### config.mk
export PLATFORM = sky130hd
export DESIGN_NAME = sal_antenna_link
export DESIGN_NICKNAME = d
export VERILOG_FILES = /design/src/logic/sal_antenna_link.v
export VERILOG_INCLUDE_DIRS = /design/src /design/src/logic
export SDC_FILE = /design/constraint.sdc
export NUM_CORES = 1
export LEC_CHECK = 0
export BUFFER_PORTS_ARGS = -buffer_cell sky130_fd_sc_hd__buf_2
export CAP_MARGIN = 20
export CORE_UTILIZATION = 60
export CTS_CLUSTER_SIZE = 25
export DETAILED_ROUTE_END_ITERATION = 16
export PLACE_DENSITY = 0.78
export SLEW_MARGIN = 20
export SYNTH_ARGS = -nofsm -noshare
export SYNTH_HDL_FRONTEND = slang
export SYNTH_SLANG_ARGS = --single-unit
### constraint.sdc
create_clock -name i_clk -period 8.6 [get_ports i_clk]
set_input_delay 1.29 -clock i_clk [delete_from_list [all_inputs] [get_ports i_clk]]
set_output_delay 1.29 -clock i_clk [all_outputs]
set_load 0.02 [all_outputs]
### src/logic/sal_defines.vh
`ifndef SAL_DEFINES_VH
`define SAL_DEFINES_VH

// ****************************************
// register offsets
// ****************************************
`define SAL_ADDR_ALT_SELECT  8'h4f
`define SAL_ADDR_CTRL        8'h5f
`define SAL_ADDR_TX_LOW      8'h60
`define SAL_ADDR_TX_HIGH     8'h61
`define SAL_ADDR_RX_LOW      8'h62
`define SAL_ADDR_RX_HIGH     8'h63
`define SAL_ADDR_EVT_STATUS  8'hfb
`define SAL_ADDR_EVT_MASK    8'hfd
`define SAL_ADDR_EVT_CLEAR   8'hff

// ****************************************
// field positions
// ****************************************
`define SAL_CTRL_SINGLE_PIN  0
`define SAL_CTRL_DIR_SELECT  2
`define SAL_CTRL_LAUNCH      3
`define SAL_CTRL_AUTO_RX     4
`define SAL_CTRL_RX_FAULT    5
`define SAL_EVT_TIMEOUT      3
`define SAL_EVT_TX_DONE      4
`define SAL_EVT_RX_DONE      5
`define SAL_ALT_PIN_ZERO     0
`define SAL_ALT_PIN_SEVEN    7

// ****************************************
// reset values
// ****************************************
`define SAL_RST_BYTE         8'h00

// ****************************************
// timing
// ****************************************
`define SAL_CLK_MHZ          10
`define SAL_BIT_TIME_US      1000
`define SAL_TIMEOUT_MS       100
`define SAL_TX_BITS          14
`define SAL_RX_BITS          10

`endif

### src/logic/sal_antenna_link.v
// Function
// - mode bit enables automatic reply listening
// - fourteen-bit transmit word in two registers
// - launch bit starts serial transmission when the direction bit is set
// - transmit done sets status flag
// - no reply in 100 ms means timeout
// - full reply sets receive-done flag
// - timeout sets timeout status flag
// - reply stored in two receive registers
// - receive error sets receive fault flag
// - shared pin zero may be antenna input
// - shared pin seven may be irq output
// - direction pin dedicated to antenna use
// - all pins are inputs in reset; two-pin default then drives the line pin
// - bit zero selects one or two pins
// - direction pin low receive, high transmit
// - unfinished reply also raises timeout
// - events reach irq only when unmasked
`timescale 1ns/1ps
`include "sal_defines.vh"
`default_nettype none

module sal_antenna_link #(
   parameter [19:0] BIT_CYCLES = `SAL_BIT_TIME_US * `SAL_CLK_MHZ,
   parameter [19:0] TIMEOUT_CYCLES = `SAL_TIMEOUT_MS * 1000 * `SAL_CLK_MHZ
) (
   // clock and reset
   input wire i_clk,
   input wire i_rst_n,
   // register port behind the host serial slave
   input wire [7:0] i_reg_addr,
   input wire i_reg_wr,
   input wire [7:0] i_reg_wdata,
   input wire i_reg_rd,
   output reg [7:0] o_reg_rdata,
   // antenna line pin
   input wire i_antenna_line_pin,
   output reg o_antenna_line_pin,
   output reg o_antenna_line_pin_oe,
   // antenna direction pin
   output reg o_antenna_direction_pin,
   output reg o_antenna_direction_pin_oe,
   // shared pin zero, antenna input in two-pin mode
   input wire i_shared_pin_zero,
   // shared pin seven, host irq line
   output reg o_shared_pin_seven,
   output reg o_shared_pin_seven_oe
);

   // ****************************************
   // constants
   // ****************************************
   localparam [2:0] ST_IDLE = 3'd0;
   localparam [2:0] ST_TX = 3'd1;
   localparam [2:0] ST_WAIT = 3'd2;
   localparam [2:0] ST_RX_HIGH = 3'd3;
   localparam [2:0] ST_RX_LOW = 3'd4;

   localparam [19:0] ONE_HIGH = (BIT_CYCLES * 3) / 4;
   localparam [19:0] ZERO_HIGH = BIT_CYCLES / 4;
   localparam [19:0] RX_SPLIT = BIT_CYCLES / 2;
   localparam [19:0] RX_GAP = BIT_CYCLES * 2;

   // ****************************************
   // functions
   // ****************************************
   // write strobe for one register offset
   function hit;
      input [7:0] addr;
      input [7:0] target;
      input wr;
      begin
         hit = wr && (addr == target);
      end
   endfunction

   // ****************************************
   // state
   // ****************************************
   reg [7:0] alt_select;
   reg single_pin;
   reg dir_select;
   reg auto_rx;
   reg rx_fault;
   reg [13:0] tx_word;
   reg [9:0] rx_word;
   reg [9:0] rx_shift;
   reg evt_timeout;
   reg evt_tx_done;
   reg evt_rx_done;
   reg [7:0] evt_mask;
   reg [2:0] state;
   reg [19:0] cnt;
   reg [19:0] wait_cnt;
   reg [3:0] bit_cnt;
   reg sync1;
   reg sync2;
   reg sync3;
   reg rx_level;
   reg rx_prev;

   // per-cycle event strobes from the link machine
   reg set_timeout;
   reg set_tx_done;
   reg set_rx_done;
   reg set_fault;
   reg load_rx;

   wire wr_ctrl = hit(i_reg_addr, `SAL_ADDR_CTRL, i_reg_wr);
   wire wr_clear = hit(i_reg_addr, `SAL_ADDR_EVT_CLEAR, i_reg_wr);
   // transmit launch: launch bit with direction set to transmit
   wire start_tx = wr_ctrl && i_reg_wdata[`SAL_CTRL_LAUNCH] && i_reg_wdata[`SAL_CTRL_DIR_SELECT];
   // receive setup: direction zero and mode one
   wire start_rx = wr_ctrl && !i_reg_wdata[`SAL_CTRL_DIR_SELECT] && i_reg_wdata[`SAL_CTRL_AUTO_RX];
   wire tx_bit = tx_word[4'd13 - bit_cnt];
   wire [19:0] high_len = tx_bit ? ONE_HIGH : ZERO_HIGH;
   wire [7:0] status_byte = {2'b00, evt_rx_done, evt_tx_done, evt_timeout, 3'b000};
   wire [7:0] ctrl_byte = {2'b00, rx_fault, auto_rx, 1'b0, dir_select, 1'b0, single_pin};

   // ****************************************
   // input synchroniser
   // ****************************************
   // reply source: shared pin zero in two-pin mode
   wire rx_pin = single_pin ? i_antenna_line_pin : i_shared_pin_zero & alt_select[`SAL_ALT_PIN_ZERO];

   // three stages; level moves only when the last two agree
   always @(posedge i_clk or negedge i_rst_n) begin
      if (!i_rst_n) begin
         sync1 <= 1'b0;
         sync2 <= 1'b0;
         sync3 <= 1'b0;
         rx_level <= 1'b0;
         rx_prev <= 1'b0;
      end else begin
         sync1 <= rx_pin;
         sync2 <= sync1;
         sync3 <= sync2;
         if (sync2 == sync3) begin
            rx_level <= sync3;
         end
         rx_prev <= rx_level;
      end
   end

   // ****************************************
   // link state machine
   // ****************************************
   // pulse-width bits: long high is one, short high is zero
   always @(posedge i_clk or negedge i_rst_n) begin
      if (!i_rst_n) begin
         state <= ST_IDLE;
         cnt <= 20'h00000;
         wait_cnt <= 20'h00000;
         bit_cnt <= 4'h0;
         rx_shift <= 10'h000;
         set_timeout <= 1'b0;
         set_tx_done <= 1'b0;
         set_rx_done <= 1'b0;
         set_fault <= 1'b0;
         load_rx <= 1'b0;
      end else begin
         set_timeout <= 1'b0;
         set_tx_done <= 1'b0;
         set_rx_done <= 1'b0;
         set_fault <= 1'b0;
         load_rx <= 1'b0;
         case (state)
            ST_IDLE: begin
               cnt <= 20'h00000;
               wait_cnt <= 20'h00000;
               bit_cnt <= 4'h0;
               if (start_tx) begin
                  state <= ST_TX;
               end else if (start_rx) begin
                  rx_shift <= 10'h000;
                  state <= ST_WAIT;
               end
            end
            ST_TX: begin
               // word sent msb first, one bit period each
               if (cnt == BIT_CYCLES - 20'h00001) begin
                  cnt <= 20'h00000;
                  if (bit_cnt == `SAL_TX_BITS - 1) begin
                     set_tx_done <= 1'b1;
                     bit_cnt <= 4'h0;
                     rx_shift <= 10'h000;
                     state <= auto_rx ? ST_WAIT : ST_IDLE;
                  end else begin
                     bit_cnt <= bit_cnt + 4'h1;
                  end
               end else begin
                  cnt <= cnt + 20'h00001;
               end
            end
            ST_WAIT: begin
               if (rx_level && !rx_prev) begin
                  cnt <= 20'h00000;
                  state <= ST_RX_HIGH;
               end else if (wait_cnt == TIMEOUT_CYCLES - 20'h00001) begin
                  set_timeout <= 1'b1;
                  state <= ST_IDLE;
               end else begin
                  wait_cnt <= wait_cnt + 20'h00001;
               end
            end
            ST_RX_HIGH: begin
               if (!rx_level) begin
                  // width decides the bit value
                  rx_shift <= {rx_shift[8:0], (cnt >= RX_SPLIT)};
                  bit_cnt <= bit_cnt + 4'h1;
                  cnt <= 20'h00000;
                  state <= ST_RX_LOW;
               end else if (cnt == RX_GAP) begin
                  // stuck-high line counts as unfinished reply
                  set_timeout <= 1'b1;
                  set_fault <= 1'b1;
                  state <= ST_IDLE;
               end else begin
                  cnt <= cnt + 20'h00001;
               end
            end
            ST_RX_LOW: begin
               if (bit_cnt == `SAL_RX_BITS) begin
                  set_rx_done <= 1'b1;
                  load_rx <= 1'b1;
                  state <= ST_IDLE;
               end else if (rx_level) begin
                  cnt <= 20'h00000;
                  state <= ST_RX_HIGH;
               end else if (cnt == RX_GAP) begin
                  set_timeout <= 1'b1;
                  set_fault <= 1'b1;
                  state <= ST_IDLE;
               end else begin
                  cnt <= cnt + 20'h00001;
               end
            end
            default: begin
               state <= ST_IDLE;
            end
         endcase
      end
   end

   // ****************************************
   // registers
   // ****************************************
   // software writes; hardware sets win over software clears
   always @(posedge i_clk or negedge i_rst_n) begin
      if (!i_rst_n) begin
         alt_select <= `SAL_RST_BYTE;
         single_pin <= 1'b0;
         dir_select <= 1'b0;
         auto_rx <= 1'b0;
         rx_fault <= 1'b0;
         tx_word <= 14'h0000;
         rx_word <= 10'h000;
         evt_timeout <= 1'b0;
         evt_tx_done <= 1'b0;
         evt_rx_done <= 1'b0;
         evt_mask <= `SAL_RST_BYTE;
      end else begin
         if (hit(i_reg_addr, `SAL_ADDR_ALT_SELECT, i_reg_wr)) begin
            alt_select <= i_reg_wdata;
         end
         // direction, pin mode, mode; launch never stored
         if (wr_ctrl) begin
            single_pin <= i_reg_wdata[`SAL_CTRL_SINGLE_PIN];
            dir_select <= i_reg_wdata[`SAL_CTRL_DIR_SELECT];
            auto_rx <= i_reg_wdata[`SAL_CTRL_AUTO_RX];
         end
         // fault held until the next launch or listen write in idle
         if (set_fault) begin
            rx_fault <= 1'b1;
         end else if (state == ST_IDLE && (start_tx || start_rx)) begin
            rx_fault <= 1'b0;
         end
         // transmit word low and high bytes
         if (hit(i_reg_addr, `SAL_ADDR_TX_LOW, i_reg_wr)) begin
            tx_word[7:0] <= i_reg_wdata;
         end
         if (hit(i_reg_addr, `SAL_ADDR_TX_HIGH, i_reg_wr)) begin
            tx_word[13:8] <= i_reg_wdata[5:0];
         end
         // reply stored, hardware load wins over writes
         if (load_rx) begin
            rx_word <= rx_shift;
         end else begin
            if (hit(i_reg_addr, `SAL_ADDR_RX_LOW, i_reg_wr)) begin
               rx_word[7:0] <= i_reg_wdata;
            end
            if (hit(i_reg_addr, `SAL_ADDR_RX_HIGH, i_reg_wr)) begin
               rx_word[9:8] <= i_reg_wdata[1:0];
            end
         end
         if (hit(i_reg_addr, `SAL_ADDR_EVT_MASK, i_reg_wr)) begin
            evt_mask <= i_reg_wdata;
         end
         // timeout flag, write one to clear
         evt_timeout <= set_timeout | (evt_timeout & ~(wr_clear & i_reg_wdata[`SAL_EVT_TIMEOUT]));
         evt_tx_done <= set_tx_done | (evt_tx_done & ~(wr_clear & i_reg_wdata[`SAL_EVT_TX_DONE]));
         evt_rx_done <= set_rx_done | (evt_rx_done & ~(wr_clear & i_reg_wdata[`SAL_EVT_RX_DONE]));
      end
   end

   // registered read port; unmapped offsets read zero
   always @(posedge i_clk or negedge i_rst_n) begin
      if (!i_rst_n) begin
         o_reg_rdata <= 8'h00;
      end else if (i_reg_rd) begin
         if (i_reg_addr == `SAL_ADDR_ALT_SELECT) begin
            o_reg_rdata <= alt_select;
         end else if (i_reg_addr == `SAL_ADDR_CTRL) begin
            o_reg_rdata <= ctrl_byte;
         end else if (i_reg_addr == `SAL_ADDR_TX_LOW) begin
            o_reg_rdata <= tx_word[7:0];
         end else if (i_reg_addr == `SAL_ADDR_TX_HIGH) begin
            o_reg_rdata <= {2'b00, tx_word[13:8]};
         end else if (i_reg_addr == `SAL_ADDR_RX_LOW) begin
            o_reg_rdata <= rx_word[7:0];
         end else if (i_reg_addr == `SAL_ADDR_RX_HIGH) begin
            o_reg_rdata <= {6'h00, rx_word[9:8]};
         end else if (i_reg_addr == `SAL_ADDR_EVT_STATUS) begin
            o_reg_rdata <= status_byte;
         end else if (i_reg_addr == `SAL_ADDR_EVT_MASK) begin
            o_reg_rdata <= evt_mask;
         end else begin
            o_reg_rdata <= 8'h00;
         end
      end
   end

   // ****************************************
   // pin drivers
   // ****************************************
   // all outputs registered so pins never glitch on decode
   always @(posedge i_clk or negedge i_rst_n) begin
      if (!i_rst_n) begin
         // every pin starts as an input
         o_antenna_line_pin <= 1'b0;
         o_antenna_line_pin_oe <= 1'b0;
         o_antenna_direction_pin <= 1'b0;
         o_antenna_direction_pin_oe <= 1'b0;
         o_shared_pin_seven <= 1'b0;
         o_shared_pin_seven_oe <= 1'b0;
      end else begin
         // high for the coded width, low for the rest
         o_antenna_line_pin <= (state == ST_TX) && (cnt < high_len);
         // one pin released while listening; two pins keep it driven
         o_antenna_line_pin_oe <= !single_pin || (state == ST_TX);
         // direction pin high only while transmitting
         o_antenna_direction_pin <= (state == ST_TX);
         // direction pin driven only in single-pin mode
         o_antenna_direction_pin_oe <= single_pin;
         // masked events onto the irq line
         o_shared_pin_seven <= |(status_byte & evt_mask);
         // pin seven driven only when selected
         o_shared_pin_seven_oe <= alt_select[`SAL_ALT_PIN_SEVEN];
      end
   end

endmodule

`default_nettype wire

==> results of run 1 <==
flip-flops by register name, summed over array words and instances, names as in the netlist, 3 cells and up:
register	cells
alt_select	8
bit_cnt	4
cnt	20
evt_mask	8
o_reg_rdata	8
rx_shift	10
rx_word	10
state	3
tx_word	14
wait_cnt	20
worst max-delay path, delay by kind of cell (launching register included):
kind | cells | cell delay, ps
AO/OA/AOI/OAI | 6 | 1270
adder cells (fa/ha/maj) | 2 | 670
AND/OR/NAND/NOR | 1 | 60
buffers and inverters | 1 | 140
flip-flops | 1 | 500
multiplexers | 2 | 570
cell usage in the layout, fill, tap and decap left out, types with 12 or more instances in the layout:
cell	n
nor3_1	20
ha_1	12
mux2i_1	30
nand2b_1	24
o2bb2ai_1	13
and3_1	12
dfrtp_1	127
a21oi_1	28
nor2_1	30
buf_2	34
inv_1	32
clkbuf_16	17
mux2_2	35
nand2_1	72
o21ai_0	46
nand3_1	23
through the flow:
step	instance area [µm²]	power, mW	hold slack (ps)	std cells
3_5_place_dp	7100	0.692	338	840
3_3_place_gp	7100	0.689	341	840
5_1_grt	7690	1.42	363	872
2_1_floorplan	6890	0.659	331	700
6_report	7690	1.38	347	872
4_1_cts	7670	1.39	350	871
worst paths after layout:
kind	from	to	slack, ps	depth (start not counted)
worst min register to register	sync1	sync2	350	0
max in group asynchronous	i_rst_n	o_reg_rdata[0]	6590	2
worst max register to register	bit_cnt[1]	o_antenna_line_pin	5300	12
min in group asynchronous	i_rst_n	rx_word[1]	870	1
worst max-delay path	bit_cnt[1]	o_antenna_line_pin	5300	12
worst min-delay path	sync1	sync2	350	0
cell usage after synthesis (12+ instances only):
library cell / n
a21oi_1: 28
and3_1: 12
clkbuf_1: 30
dfrtp_1: 127
ha_1: 12
inv_1: 32
mux2_2: 35
mux2i_1: 30
nand2_1: 72
nand2b_1: 24
nand3_1: 23
nor2_1: 30
nor3_1: 20
o21ai_0: 46
o2bb2ai_1: 13
logic make-up (layout without fill, tap and decap cells):
kind of cell / Yosys count / count (layout) / synth area share
adders and majority gates: 13 / 13 / 0.0233
muxes: 68 / 68 / 0.111
xor gates and xnor gates: 5 / 5 / 0.00636
and+or+nand+nor: 255 / 255 / 0.198
buffers and inverters: 70 / 102 / 0.0418
DFF: 127 / 127 / 0.462
AOI/OAI and AO/OA: 162 / 162 / 0.158
final cells by class:
type | instances | area share
well taps | 140 | 0.0228
clock buffers | 18 | 0.0558
flip-flops and latches | 127 | 0.413
multi-input cells | 503 | 0.447
repair buffers | 39 | 0.0275
clock inverters | 13 | 0.0182
inverters | 32 | 0.0156
layer usage:
layer | vias up | part of all wire
met2 | 212 | 0.50
met3 | 55 | 0.049
met4 | 0 | 0.043
met1 | 2829 | 0.41
met5 | - | 0
li1 | 2632 | -
power breakdown:
| part | internal, mW | switching, mW | leakage [nW] |
|---|---|---|---|
| Sequential | 0.611 | 0.00919 | 1.62 |
| Combinational | 0.0213 | 0.0405 | 1.59 |
| Clock | 0.425 | 0.270 | 0.269 |
| Total | 1.06 | 0.320 | 3.48 |
==> run_results.csv, run 1 <==
group,metric,value,unit
sta,timing.fmax,0.303,GHz
power_and_ir_drop,powerDensity,179,nW/µm²
placement,place_ws,4170,ps
worst_setup_path,slowest_delay,500,ps
final_layout,antennaDiodeCount,0,
placement,place_congestion,0.938,
clock_network,ctsHoldBuffers,0,
yosys,synth_warnings,0,
global_route,grt_pass1_wl,27600,µm
global_route,grt_antenna_before_repair,0,
route,drt_wl_total,16800,µm
clock_network,cts_resized,0,
worst_setup_path,cp-end-kind,"register",
global_route,gr-max-usage-layer,"met2",
clock_network,clk_path_buf_depth,2,
yosys,synth_seq_cells,127,
route,vias,5728,
clock_network,clock-root-buffer,"clkbuf_16",
sta,relSlewSlack,0.385,
power_and_ir_drop,vdd_ir_drop_max,161,µV
route,ant_nets,0,
worst_setup_path,slowest_stage,"dfrtp_1",
flow_run,maxCapViolations,0,
route,viasPerCell,6.57,
yosys,syn_inst,700,
global_route,grt_remaining_overflow,0,
worst_setup_path,required,8930,ps
yosys,syn_avg_cell_area,9.84,µm²
final_layout,final_util,0.697,
hold_path,hold_class,"reg -> reg",
yosys,yosysTopAreaCell,"dfrtp_1",
yosys,synth_edf_count,0,
floorplan,fp.dieW,109,µm
global_route,use_met2,0.509,
final_layout,seq_area,3180,µm²
clock_network,tritoncts,"yes",
clock_network,cts_max_level,4,
sta,period_minus_slack,3300,ps
worst_setup_path,worst-endpoint-arrival,3620,ps
route,first_iter_violations,398,
route,avgRoutedWirePerCell,19.3,µm
sta,period_share,0.383,
sta,clock_skew,8.28,ps
sta,slew_viol_final,0,
yosys,synth-seq-area-share,0.462,
worst_setup_path,worstPathMaxFanout,8,
yosys,syn-num-nets,734,
worst_setup_path,critPathKind,"reg -> reg",
placement,hpwlAfterDp,11600,µm
final_layout,num-nets-final,754,
sta,layout_setup_ws,5300,ps
floorplan,fp.dieArea,11900,µm²
sta,rsz0062_at_grt,"no",
yosys,syn-cell-area,6890,µm²
global_route,grt_max_degree,83,
power_and_ir_drop,p_leak,3.48,nW
outcome,status,"completed",
sta,finalSetupTns,0,ps
route,drc,0,
global_route,grt_pass1_vias,5578,
worst_setup_path,startpoint_type,"register",
global_route,use_met3,0.0717,
floorplan,io_pins,36,
floorplan,die_h,109,µm
yosys,async_flop_share,1.00,
floorplan,core,11000,µm²
clock_network,clock_latency,420,ps
sta,tightest_slew,916,ps
global_route,grtUsageTotal,0.310,
yosys,synth_cell_type_count,69,
final_layout,area_growth,11.7,%
floorplan,start_util,0.624,
clock_network,clkTransAtPathRegs,60,ps
yosys,ys.flop_type,"dfrtp_1",
final_layout,multi_input_area,3440,µm²
clock_network,cts.sinks,127,
route,drt-pass1-iter-count,5,
clock_network,post-cts-setup-buffers,0,
sta,setup_viol,0,
clock_network,cts_made_buffers,17,
floorplan,fp-row-count,38,
yosys,yosysTopAreaCellShare,0.462,
placement,portBuffers,35,
final_layout,fillers,832,
global_route,gr-usage-met1,0.374,
final_layout,final_layout_size_suffix_gt1_frac,0.168,
worst_setup_path,path_cells,"inv_1 -> ha_1 -> mux4_2 -> nand2_1 -> o31a_1 -> mux2_2 -> ha_1 -> a2111oi_0 -> o21bai_1 -> a21o_1 -> a21o_1 -> a31oi_1",
yosys,synth_area_leaders,"dfrtp_1 46%, mux2_2 5.7%, mux2i_1 4.4%",
sta,hold_violations,0,
Note: power is estimated with default switching activity, not from simulation.
==> run 2, diff against run 1 <==
clock period = 3.4 ns   (was 8.6 ns; I/O delays follow)
==> run 2 against run 1 <==
  * Total power rose to 2.7 times the previous value
  * Global-route usage grew 0.39 points
  * Count of clock-buffer cells in the layout increased by 2
  * Wire length increased by 1.3%
==> run_results.csv, run 2 (synthesized netlist as in run 1, its figures left out) <==
group,metric,value,unit
clock_network,clk_path_buf_depth,2,
worst_setup_path,path_cells,"inv_1 -> ha_1 -> mux4_2 -> nand2_1 -> o31a_1 -> mux2_2 -> ha_1 -> a2111oi_0 -> o21bai_1 -> a21o_1 -> a21o_1 -> a31oi_1",
sta,period_share,0.936,
placement,hpwlAfterDp,11500,µm
worst_setup_path,critPathKind,"reg -> reg",
worst_setup_path,required,3750,ps
floorplan,fp.dieArea,11900,µm²
clock_network,cts_max_level,4,
route,drt-pass1-iter-count,5,
floorplan,fp-row-count,38,
worst_setup_path,startpoint_type,"register",
worst_setup_path,worst-endpoint-arrival,3530,ps
hold_path,hold_class,"in -> async",
clock_network,tritoncts,"yes",
placement,place_congestion,0.911,
worst_setup_path,slowest_stage,"dfrtp_1",
sta,setup_viol,0,
flow_run,maxCapViolations,0,
route,ant_nets,0,
sta,tightest_slew,878,ps
clock_network,ctsHoldBuffers,0,
clock_network,clock_latency,420,ps
final_layout,reg_top3,"cnt: 20 flops, wait_cnt: 20 flops, tx_word: 14 flops",
worst_setup_path,slowest_delay,500,ps
clock_network,post-cts-setup-buffers,0,
final_layout,num-nets-final,762,
final_layout,final_common_cell,"dfrtp_1",
power_and_ir_drop,p_leak,3.57,nW
clock_network,cts.sinks,127,
global_route,grt_pass1_wl,28300,µm
clock_network,clkTransAtPathRegs,60,ps
worst_setup_path,timing.rr.end,"o_antenna_line_pin",
floorplan,io_pins,36,
sta,rsz0062_at_grt,"no",
sta,layout_setup_ws,216,ps
sta,timing.fmax,0.314,GHz
floorplan,fp.dieW,109,µm
sta,period_minus_slack,3180,ps
final_layout,final_layout_size_suffix_gt1_frac,0.177,
global_route,grt_pass1_vias,5734,
floorplan,die_h,109,µm
route,drc,0,
worst_setup_path,worst_r2r_path_depth,12,
global_route,grtUsageTotal,0.314,
power_and_ir_drop,vdd_ir_drop_max,527,µV
route,drt_wl_total,17100,µm
worst_setup_path,cp-end-kind,"register",
sta,clock_skew,6.44,ps
route,avgRoutedWirePerCell,19.4,µm
worst_setup_path,worstPathMaxFanout,8,
worst_setup_path,r2r_start,"bit_cnt[1]",
sta,slew_viol_final,0,
global_route,grt_remaining_overflow,0,
sta,hold_violations,0,
sta,relSlewSlack,0.410,
placement,place_ws,267,ps
global_route,grt_antenna_before_repair,0,
clock_network,cts_made_buffers,17,
power_and_ir_drop,powerDensity,475,nW/µm²
final_layout,antennaDiodeCount,0,
final_layout,fillers,836,
clock_network,cts_resized,0,
global_route,grt_max_degree,55,
sta,finalSetupTns,0,ps
floorplan,core,11000,µm²
route,vias,5762,
clock_network,clock-root-buffer,"clkbuf_16",
final_layout,area_growth,13.6,%
final_layout,final_util,0.709,
outcome,status,"completed",
worst_setup_path,r2r_slack,220,ps
floorplan,start_util,0.624,
final_layout,final_cell_mix,"127 x dfrtp_1, 72 x nand2_1, 46 x o21ai_0",
placement,portBuffers,35,
route,first_iter_violations,508,
route,viasPerCell,6.54,
run 2: routing by layer:
layer / vias up / routed length [µm] / GRT usage
met2: 231 / 8850 / 0.543
met5: - / 0 / 0
met3: 54 / 1000 / 0.0783
li1: 2643 / - / -
met4: 0 / 527 / 0.149
met1: 2834 / 6690 / 0.363
run 2: how the worst max path moves through the flow:
stage                from                  to  slack (ps)  cells past startpoint
6_report       bit_cnt[1]  o_antenna_line_pin         220                     12
5_1_grt        bit_cnt[1]  o_antenna_line_pin          50                     12
4_1_cts        bit_cnt[1]  o_antenna_line_pin         190                     12
3_5_place_dp   bit_cnt[1]  o_antenna_line_pin         270                     12
3_3_place_gp   bit_cnt[1]  o_antenna_line_pin         510                     12
2_1_floorplan  bit_cnt[1]  o_antenna_line_pin         610                     12
run 2: metrics by stage:
step / power, mW / area [µm²] / hold slack (ps) / std cells
floorplan: 1.67 / 6890 / 214 / 700
global route: 3.82 / 7830 / 111 / 881
finish: 3.71 / 7830 / 76.7 / 881
detailed placement: 1.75 / 7180 / 341 / 849
CTS: 3.73 / 7830 / 96.5 / 881
global placement: 1.75 / 7180 / 337 / 849
run 2: power breakdown:
| part | internal [mW] | switching (mW) |
|---|---|---|
| combinational | 0.0560 | 0.103 |
| clock | 1.29 | 0.695 |
| sequential | 1.55 | 0.0239 |
| total | 2.89 | 0.823 |
run 2: cell type report:
class | count | area, µm² | share of cell area
timing repair buffer | 47 | 280 | 0.0358
clock buffer | 20 | 467 | 0.0596
sequential | 127 | 3180 | 0.406
clock inverter | 12 | 180 | 0.0230
tap | 140 | 175 | 0.0224
inverter | 32 | 120 | 0.0154
multi-input combinational | 503 | 3420 | 0.438
run 2: worst max-delay path: cells and delay by family (launching register included):
| family | cells | cell delay [ps] |
|---|---|---|
| compound gates | 6 | 1230 |
| fa+ha+maj | 2 | 660 |
| buf+inv | 1 | 120 |
| flops | 1 | 500 |
| mux | 2 | 540 |
| simple gates | 1 | 50 |
